<file path="config.mk">
export PLATFORM = sky130hd
export DESIGN_NAME = acv_ctrl
export DESIGN_NICKNAME = d
export VERILOG_FILES = /design/src/pkg/acv_pkg.sv /design/src/rtl/acv_sar.sv /design/src/rtl/acv_ctrl.sv
export SDC_FILE = /design/constraint.sdc
export NUM_CORES = 1
export LEC_CHECK = 0
export BUFFER_PORTS_ARGS = -buffer_cell sky130_fd_sc_hd__clkbuf_2
export CAP_MARGIN = 15
export CORE_ASPECT_RATIO = 1.1
export CORE_MARGIN = 8
export CORE_UTILIZATION = 42
export CTS_CLUSTER_SIZE = 30
export DETAILED_ROUTE_END_ITERATION = 12
export GPL_ROUTABILITY_DRIVEN = 0
export PLACE_DENSITY = 0.58
export RECOVER_POWER = 100
export SLEW_MARGIN = 10
export SYNTH_ARGS = -nofsm -noshare
export SYNTH_HDL_FRONTEND = slang
export SYNTH_SLANG_ARGS = --single-unit
</file>
<file path="constraint.sdc">
create_clock -name clock -period 5 [get_ports clock]
set_input_delay 1.25 -clock clock [delete_from_list [all_inputs] [get_ports clock]]
set_output_delay 1.25 -clock clock [all_outputs]
set_load 0.005 [all_outputs]
</file>
<file path="src/pkg/acv_pkg.sv">
// Package for the converter control block: timing, widths, carriers
package acv_pkg;
   localparam int unsigned CLK_HZ         = 25_000_000;
   localparam int unsigned CLK_PERIOD_NS  = 40;
   localparam int unsigned RES_BITS       = 8;
   localparam int unsigned CODE_COUNT     = 256;
   // Conversion time, microseconds
   localparam int unsigned CONV_TESTED_US = 40;
   localparam int unsigned CONV_DESIGN_US = 60;
   // Cycles: longest time rounds down
   localparam int unsigned CONV_TESTED_CYC = (CONV_TESTED_US * 1000) / CLK_PERIOD_NS;
   localparam int unsigned CONV_DESIGN_CYC = (CONV_DESIGN_US * 1000) / CLK_PERIOD_NS;
   // Host read holdoff after flag low, ns
   localparam int unsigned RD_HOLDOFF_NS  = 600;
   localparam int unsigned RD_HOLDOFF_CYC = (RD_HOLDOFF_NS + CLK_PERIOD_NS - 1) / CLK_PERIOD_NS;
   localparam logic [7:0]  RESULT_RST     = 8'h00;
   localparam logic [7:0]  CODE_ZERO      = 8'h00;
   localparam logic [7:0]  CODE_FULL      = 8'hff;

   typedef struct packed {
      logic cs_n;
      logic wr_n;
      logic rd_n;
   } acv_strobe_t;

   typedef struct packed {
      logic [RES_BITS-1:0] dout;
      logic [RES_BITS-1:0] oe;
   } acv_bus_t;
endpackage

</file>
<file path="src/rtl/acv_sar.sv">
// Successive-approximation register stepping one bit per clock
`timescale 1ns/100ps
module acv_sar
   import acv_pkg::*;
#(
   parameter int unsigned WIDTH = RES_BITS
) (
   input  wire logic             clock,
   input  wire logic             rst,
   input  wire logic             start,
   input  wire logic             cmp_high,
   output logic [WIDTH-1:0]      trial,
   output logic                  busy,
   output logic                  done
);
   if (WIDTH < 2 || WIDTH > 16) begin
      $error("acv_sar: WIDTH out of range");
   end

   logic [WIDTH-1:0] code_r, code_nxt;
   logic [WIDTH-1:0] bit_r, bit_nxt;
   logic             busy_r, busy_nxt;
   logic             done_r, done_nxt;

   always_comb begin
      code_nxt = code_r;
      bit_nxt  = bit_r;
      busy_nxt = busy_r;
      done_nxt = 1'b0;
      if (start) begin
         code_nxt = {1'b1, {(WIDTH-1){1'b0}}};
         bit_nxt  = {1'b1, {(WIDTH-1){1'b0}}};
         busy_nxt = 1'b1;
      end else if (busy_r) begin
         // Drop the trial bit when the input lies below it
         if (!cmp_high) code_nxt = code_r & ~bit_r;
         if (bit_r[0]) begin
            busy_nxt = 1'b0;
            done_nxt = 1'b1;
         end else begin
            bit_nxt  = bit_r >> 1;
            code_nxt = (cmp_high ? code_r : (code_r & ~bit_r)) | (bit_r >> 1);
         end
      end
   end

   always_ff @(posedge clock or posedge rst) begin
      if (rst) begin
         code_r <= '0;
         bit_r  <= '0;
         busy_r <= 1'b0;
         done_r <= 1'b0;
      end else begin
         code_r <= code_nxt;
         bit_r  <= bit_nxt;
         busy_r <= busy_nxt;
         done_r <= done_nxt;
      end
   end

   assign trial = code_r;
   assign busy  = busy_r;
   assign done  = done_r;
endmodule

</file>
<file path="src/rtl/acv_ctrl.sv">
// Converter control: host strobes, conversion timing, result latch, bus drive
`timescale 1ns/100ps
module acv_ctrl
   import acv_pkg::*;
#(
   parameter int unsigned CONV_CYC = CONV_TESTED_CYC
) (
   input  wire logic                clock,
   input  wire logic                rst,
   input  wire acv_pkg::acv_strobe_t host_in,
   input  wire logic [RES_BITS-1:0] vin_pos,
   input  wire logic [RES_BITS-1:0] vin_neg,
   input  wire logic [RES_BITS-1:0] vref_span,
   output logic                     conversion_done_n,
   output acv_pkg::acv_bus_t        result_bus,
   output logic                     busy
);
   import acv_pkg::*;

   // SAR needs one clock per bit plus start and latch
   if (CONV_CYC < RES_BITS + 2 || CONV_CYC > CONV_DESIGN_CYC) begin
      $error("acv_ctrl: CONV_CYC outside conversion limits");
   end

   // ------------------------------------------------------------
   // Pin synchronisers
   // ------------------------------------------------------------
   acv_strobe_t s1_r, s2_r, s3_r;
   always_ff @(posedge clock or posedge rst) begin
      if (rst) begin
         s1_r <= '1;
         s2_r <= '1;
         s3_r <= '1;
      end else begin
         s1_r <= host_in;
         s2_r <= s1_r;
         s3_r <= s2_r;
      end
   end

   logic wr_fall, wr_rise, rd_active, rd_rise;
   always_comb begin
      wr_fall   = !s2_r.cs_n && s3_r.wr_n && !s2_r.wr_n;
      wr_rise   = !s2_r.cs_n && !s3_r.wr_n && s2_r.wr_n;
      rd_active = !s2_r.cs_n && !s2_r.rd_n;
      rd_rise   = !s3_r.rd_n && s2_r.rd_n;
   end

   // ------------------------------------------------------------
   // Analog model as digital codes
   // ------------------------------------------------------------
   // Differential input scaled to the reference span
   function automatic logic [RES_BITS-1:0] acv_scale(input logic [RES_BITS-1:0] p,
                                                     input logic [RES_BITS-1:0] n,
                                                     input logic [RES_BITS-1:0] s);
      logic [2*RES_BITS-1:0] prod;
      logic [RES_BITS-1:0]   diff;
      logic [RES_BITS-1:0]   q;
      diff = 8'h00;
      prod = 16'h0000;
      q    = CODE_ZERO;
      if (n >= p) begin
         q = CODE_ZERO;
      end else begin
         diff = p - n;
         if (s == 8'h00 || diff >= s) begin
            q = CODE_FULL;
         end else begin
            prod = {diff, 8'h00};
            q = RES_BITS'(prod / {8'h00, s});
         end
      end
      return q;
   endfunction

   logic [RES_BITS-1:0] target_r, target_nxt;
   logic [RES_BITS-1:0] trial;
   logic                sar_done, sar_start;
   logic                cmp_high;

   always_comb begin
      cmp_high = target_r >= trial;
   end

   acv_sar #(
      .WIDTH    (RES_BITS)
   ) u_sar (
      .clock    (clock),
      .rst      (rst),
      .start    (sar_start),
      .cmp_high (cmp_high),
      .trial    (trial),
      .busy     (),
      .done     (sar_done)
   );

   // ------------------------------------------------------------
   // Sequencer
   // ------------------------------------------------------------
   typedef enum logic [1:0] {ST_IDLE, ST_ARMED, ST_CONV, ST_FINISH} acv_state_t;

   acv_state_t          st_r, st_nxt;
   logic [15:0]         cnt_r, cnt_nxt;
   logic [RES_BITS-1:0] latch_r, latch_nxt;
   logic                flag_n_r, flag_n_nxt;
   logic                drive_r, drive_nxt;
   logic                busy_r, busy_nxt;

   always_comb begin
      st_nxt     = st_r;
      cnt_nxt    = cnt_r;
      latch_nxt  = latch_r;
      flag_n_nxt = flag_n_r;
      drive_nxt  = drive_r;
      busy_nxt   = busy_r;
      target_nxt = target_r;
      sar_start  = 1'b0;
      case (st_r)
         ST_IDLE: begin
            if (wr_fall) begin
               flag_n_nxt = 1'b1;
               st_nxt     = ST_ARMED;
            end
         end
         ST_ARMED: begin
            if (wr_rise) begin
               target_nxt = acv_scale(vin_pos, vin_neg, vref_span);
               sar_start  = 1'b1;
               cnt_nxt    = 16'h0001;
               busy_nxt   = 1'b1;
               st_nxt     = ST_CONV;
            end
         end
         ST_CONV: begin
            // Fixed length, so each conversion takes the same time
            cnt_nxt = cnt_r + 16'h0001;
            if (sar_done) latch_nxt = trial;
            if (wr_fall) begin
               // New request aborts and restarts
               busy_nxt = 1'b0;
               st_nxt   = ST_ARMED;
            end else if (cnt_r >= 16'(CONV_CYC - 1)) begin
               st_nxt = ST_FINISH;
            end
         end
         ST_FINISH: begin
            busy_nxt   = 1'b0;
            flag_n_nxt = 1'b0;
            st_nxt     = ST_IDLE;
         end
         default: st_nxt = ST_IDLE;
      endcase
      // Read in idle ends the unread state; conversion end wins over it below
      if (rd_active) begin
         drive_nxt = 1'b1;
         if (st_r == ST_IDLE) flag_n_nxt = 1'b1;
      end
      if (rd_rise || s2_r.cs_n) drive_nxt = 1'b0;
      if (st_r == ST_FINISH) flag_n_nxt = 1'b0;
   end

   always_ff @(posedge clock or posedge rst) begin
      if (rst) begin
         st_r     <= ST_IDLE;
         cnt_r    <= 16'h0000;
         latch_r  <= RESULT_RST;
         flag_n_r <= 1'b1;
         drive_r  <= 1'b0;
         busy_r   <= 1'b0;
         target_r <= CODE_ZERO;
      end else begin
         st_r     <= st_nxt;
         cnt_r    <= cnt_nxt;
         latch_r  <= latch_nxt;
         flag_n_r <= flag_n_nxt;
         drive_r  <= drive_nxt;
         busy_r   <= busy_nxt;
         target_r <= target_nxt;
      end
   end

   // Bus output flops
   acv_bus_t bus_r, bus_nxt;
   always_comb begin
      bus_nxt.dout = drive_nxt ? latch_nxt : 8'h00;
      bus_nxt.oe   = drive_nxt ? 8'hff : 8'h00;
   end
   always_ff @(posedge clock or posedge rst) begin
      if (rst) bus_r <= '0;
      else bus_r <= bus_nxt;
   end

   assign conversion_done_n = flag_n_r;
   assign result_bus        = bus_r;
   assign busy              = busy_r;
endmodule

</file>
# Yosys cells after proc, flatten, opt, wreduce, memory -nomap -nowiden
# Index checks and enable logic that the tools add are counted.
dict set report word_totals {
  register_bits 79
  input_bits 29
  out_inout_bits 18
  wordCells 101
}
dict set report op_classes {
  addsub 2
  n_div 1
  order_cmp 4
  n_eq_ne 8
  muxes 38
  bitwise_logic 3
  n_reduce_logical 23
}
# cell n
set op_table {}
lappend op_table {{$mux W8} 13}
lappend op_table {{$pmux W16 S2} 1}
lappend op_table {{$ge A8 B8 Y1} 3}
lappend op_table {{$mux W1} 17}
lappend op_table {{$add A16 B1 Y16 const B} 1}
lappend op_table {{$div A16 B8 Y16} 1}
lappend op_table {{$ge A16 B10 Y1 const B} 1}
lappend op_table {{$mux W16} 1}
lappend op_table {{$and A8 B8 Y8} 1}
lappend op_table {{$logic_not A8 Y1} 1}
lappend op_table {{$mux W2} 4}
lappend op_table {{$ne A2 B2 Y1 const B} 4}
lappend op_table {{$not A8 Y8} 1}
lappend op_table {{$or A8 B7 Y8} 1}
lappend op_table {{$pmux W2 S4} 1}
lappend op_table {{$sub A8 B8 Y8} 1}
lappend op_table {{$logic_and A1 B1 Y1} 6}
lappend op_table {{$reduce_and A2 Y1} 3}
lappend op_table {{$reduce_and A3 Y1} 2}
lappend op_table {{$logic_not A1 Y1} 5}
lappend op_table {{$eq A2 B2 Y1 const B} 2}
lappend op_table {{$reduce_bool A2 Y1} 2}
lappend op_table {{$ne A3 B3 Y1 const B} 1}
lappend op_table {{$pmux W1 S3} 1}
lappend op_table {{other kinds (4)} 5}

# Depth between registers and ports, before layout
dict set report depth {
  ltp_word 8
  depth_mapped 161
  depth_no_buf 148
}

# Hierarchy
# Synthesis repeated with hierarchy kept, for this count alone.
dict set report unflattened {
  hier_cells 1172
  hier_area_um2 9603.0
}
# mod instances cells_per_inst area_per_inst_um2 seq_area_each_um2
set by_module_without_submodules {}
lappend by_module_without_submodules {acv_ctrl 1 1105 8846.0 1337.5}
lappend by_module_without_submodules {acv_sar 1 67 757.0 450.4}

# Worst setup path after synthesis
# No wires, ideal clock.
dict set report synth_path {
  kind {input to register}
  from {input vin_neg[3]}
  to {register target_r[0]}
  setup_time_ps 139
  t_arrival_ps 29198
  required_time_ps 4861
  setup_slack_ps -24337
  cell_stages 154
  path_buffers 13
  path_cell_list {inv_1 ha_1 buf_2 o211ai_1 a21o_1 a311o_1 and2_1 inv_1 ha_1 a22oi_1 ha_1 o21a_1 nor2_1 nor2_1 o41ai_2 ha_1 a21oi_1 a211oi_2 [... 118 more ...] o21a_1 o21ai_0 nand2b_1 inv_1 o211ai_1 nor4_2 and3_1 buf_4 buf_6 nand2_1 o31ai_1 ha_1 a21o_1 a21o_1 a221oi_1 o2111ai_1 o21ai_0 o2111ai_1}
}
dict set report synth_via {
  elab_chain_len 5
  elab_cells_between_ends 7
  classes_between {add/sub (1); div (1); order compare (2); mux (2); reduce/logical (1)}
}
# element line
set synth_rtl {}
lappend synth_rtl {{start: declaration} acv_ctrl.sv:12} ;# input wire logic [RES_BITS-1:0] vin_neg,
lappend synth_rtl {{parallel branches: the longest is 4 deep, another holds $div A16 B8 Y16} --}
lappend synth_rtl {{$mux W8 (*)} acv_ctrl.sv:62} ;# if (n >= p) begin
lappend synth_rtl {{end signal: assignment} acv_ctrl.sv:178} ;# target_r <= target_nxt;
lappend synth_rtl {{end: declaration} acv_ctrl.sv:76} ;# logic [RES_BITS-1:0] target_r, target_nxt;
# Every way passes the cells marked *.
# A chain may end at the register's enable or synchronous reset.

# Worst setup path in the final report
dict set report layout_path {
  from {input vin_pos[0]}
  to {register target_r[0]}
}
dict set report layout_via {
  elab_chain_len 5
  elab_cells_between_ends 7
  classes_between {add/sub (1); div (1); order compare (2); mux (2); reduce/logical (1)}
}
# element line
set layout_rtl {}
lappend layout_rtl {{start: declaration} acv_ctrl.sv:11} ;# input wire logic [RES_BITS-1:0] vin_pos,
lappend layout_rtl {{parallel branches: the longest is 4 deep, another holds $div A16 B8 Y16} --}
lappend layout_rtl {{$mux W8 (*)} acv_ctrl.sv:62}
# Marks and branches as above.

==> results.tsv <==
stage	metric	value	unit
floorplanning	Top Ports	47	
timing	Final min period	27140	ps
synth	post-synth cell types	84	
worst_setup_path	most frequent CP cell	buf_4	
synth	syn_area_per_cell	7.84	um2
timing	Slew @ Worst Pin	1640	ps
floorplanning	Rows	58	
min_path	hold endpoint	s2_r[2]	
final_layout	layout net count	2062	
synth	Compound-Gate Fraction of Synth Area	29.3	%
final_layout	most frequent cells in the layout	buf_4, nand2_1, nor2_1	
routing	Iteration-0 DRC Markers	665	
final_layout	Antenna Cells	0	
synth	largest family of logic cells by synthesized area	compound AO/OA/AOI/OAI gates	
worst_setup_path	RR Endpoint	target_r[0]	
timing	fmax	36.8	MHz
outcome	failing checks	max-capacitance violations, max-slew violations, negative setup slack	
final_layout	register area	0.00179	mm2
synth	fraction of the mapped netlist area in simple logic gates	21.5	%
synth	Post-synth ARST share	100	%
worst_setup_path	delay-heaviest family, CP	compound AO/OA/AOI/OAI gates	
min_path	Hold Crit Class	reg2reg	
floorplanning	core area	0.0228	mm2
clock_tree	htree depth	3	
timing	unrepaired setup endpoints after global routing	true	
floorplanning	die area	0.0282	mm2
routing	DR WL/cell	18.0	um
synth	Adder-Cell Fraction of Synth Area	15.8	%
floorplanning	Die Wd	161	um
clock_tree	clock buffer depth	2	
worst_setup_path	crit path DAT	27340	ps
timing	final worst-path setup slack	-22140	ps
placed_design	port bufs	46	
routing	DR vias	12500	
grt	initial antenna violation count	0	
routing	DRC violations left	0	
floorplanning	Die Height	175	um
timing	worst relative slew slack	-9.11	%
worst_setup_path	CP Buf/Inv Count	49	
routing	Via density	5.64	
grt	gr ovfl total	0	
synth	Post-synth EDFFs	0	
synth	Synth Register Bits	71	
worst_setup_path	CP max stage delay	380	ps
synth	sequential area share after synthesis	18.5	%
worst_setup_path	Setup crit end kind	flip-flop	
worst_setup_path	required time of the critical path	5200	ps
synth	Netlist Area Pre-Place	0.00969	mm2
clock_tree	register clock-pin slew on the reported worst setup and hold paths	60	ps
placed_design	pre-CTS WS	-21970	ps
synth	Syn Inst Count	1236	
routing	DRT Pass-1 Iters	5	
clock_tree	TritonCTS clock tree	yes	
grt	largest net degree at the start of global routing	43	
synth	Synth Area in XOR/XNOR	5.42	%
final_layout	fill count	1644	
final_layout	Layout area overhead	70.3	%
outcome	outcome	finished, violations left	
timing	clk_skew	8.84	ps
timing	max-slew violation count	74	
min_path	WHS Path Cells	0	
clock_tree	CTS Buf Count	9	
synth	most common flop cell mapped by yosys	dfrtp_1	
timing	Final TNS setup	-122950	ps
grt	first-pass GRT wire length	59.5	mm
worst_setup_path	reg-to-reg setup timing slack	2230	ps
synth	Mapped Nets	1386	
worst_setup_path	slowest CP cell	fa_1	
synth	post-synthesis mux area share	4.67	%
worst_setup_path	worst r2r src	s2_r[1]	
final_layout	footprint of the multi-input gates	0.00848	mm2
routing	Final ANT Viol Nets	0	
clock_tree	root cell of the clock tree	clkbuf_16	
worst_setup_path	critical path startpoint category	input port	
final_layout	share of cells above drive strength 1	47.0	%
worst_setup_path	reg2reg path depth	11	
grt	vias in the first global route	12300	
timing	Setup Viol. Count Final	8	
clock_tree	Post-CTS Hold Buffers	0	
min_path	Hold Startpoint	s1_r[2]	
placed_design	dpl hpwl	25.5	mm
clock_tree	Sink Count	71	
worst_setup_path	largest fanout on the critical path	6	
routing	final WL	39.8	mm
grt	gr usage total	25.4	%
floorplanning	Initial Util	42.5	%
timing	Hold Vio Cnt, Final	0	
run	MaxCap Viol Count	2	
clock_tree	Worst-Skew Late Latency	340	ps
worst_setup_path	CP Class	in2reg	
final_layout	commonest non-fill, non-tap cell in the layout	buf_4	
timing	crit share post-route	543	%
synth	Syn. warnings	0	
==> sequential cells by signal, summed over array words and instances, names as in the netlist, 2 cells and up <==
register	count
cnt_r	16
result_bus	9
latch_r	8
target_r	8
u_sar.bit_r	8
u_sar.trial	8
s1_r	3
s2_r	3
s3_r	2
st_r	2
==> worst max path at each step <==
stage                     from          end  depth (start not counted)
floorplan           vin_neg[3]  target_r[0]                        156
global placement    vin_neg[3]  target_r[0]                        144
detailed placement  vin_neg[3]  target_r[0]                        144
CTS                 vin_neg[3]  target_r[0]                        146
global route        vin_neg[3]  target_r[0]                        152
finish              vin_pos[0]  target_r[0]                        155
==> logic make-up after synthesis <==
group,after synthesis
XOR/XNOR,60
adder cells (fa/ha/maj),121
multiplexers,40
AND/OR/NAND/NOR,423
buffers and inverters,103
flip-flops,71
AO/OA/AOI/OAI,418
==> per-layer routing <==
layer	GRT usage [%]	share of wire, %
met5	0	0
met4	14.2	6.1
met3	3.68	4.8
met2	46.5	50
met1	27.5	39
==> cell type report <==
| cell class | count | share of cell area (%) |
|---|---|---|
| Multi-Input combinational cell | 1062 | 51.4 |
| Timing Repair Buffer | 701 | 31.9 |
| Sequential cell | 71 | 10.8 |
| Tap cell | 300 | 2.27 |
| Inverter | 67 | 1.60 |
| Clock buffer | 9 | 1.36 |
| Clock inverter | 7 | 0.576 |
==> repair_timing <==
item | CTS | global route
pin swaps | 93 | 97
gates cloned | 1 | 1
setup buffers | 165 | 42
setup endpoints to repair | 8 | 8
resized for setup | 117 | 61
==> cells in the mapped netlist, drive strengths merged, types with 14 or more instances <==
library cell	instances	area, um2
a31oi	14	87.6
o21ai	97	485
mux2	23	267
a21oi	85	425
dfrtp	62	1550
nand2	103	387
nand4	17	106
o211ai	15	113
mux2i	17	186
nor2b	17	106
and2	16	100
inv	66	248
o31ai	15	126
buf	23	168
xor2	22	193
nand3	33	165
o21a	35	263
xnor2	38	333
a21o	58	435
nor3	39	195
ha	119	1490
nand2b	24	150
nor2	114	428
==> stage by stage <==
step                util (%)  hold WS (ps)  instances  instance area [um2]
finish                  72.4           355       2217                16500
global placement        60.7           346       1993                13800
CTS                     69.9           356       2175                15900
global route            72.4           364       2217                16500
floorplan                  -           345       1236                10100
detailed placement      60.7           347       1993                13800
Power is left out: the tool's default activity adds up to more than one toggle a clock period on the data nets, which glitch-free logic cannot reach.
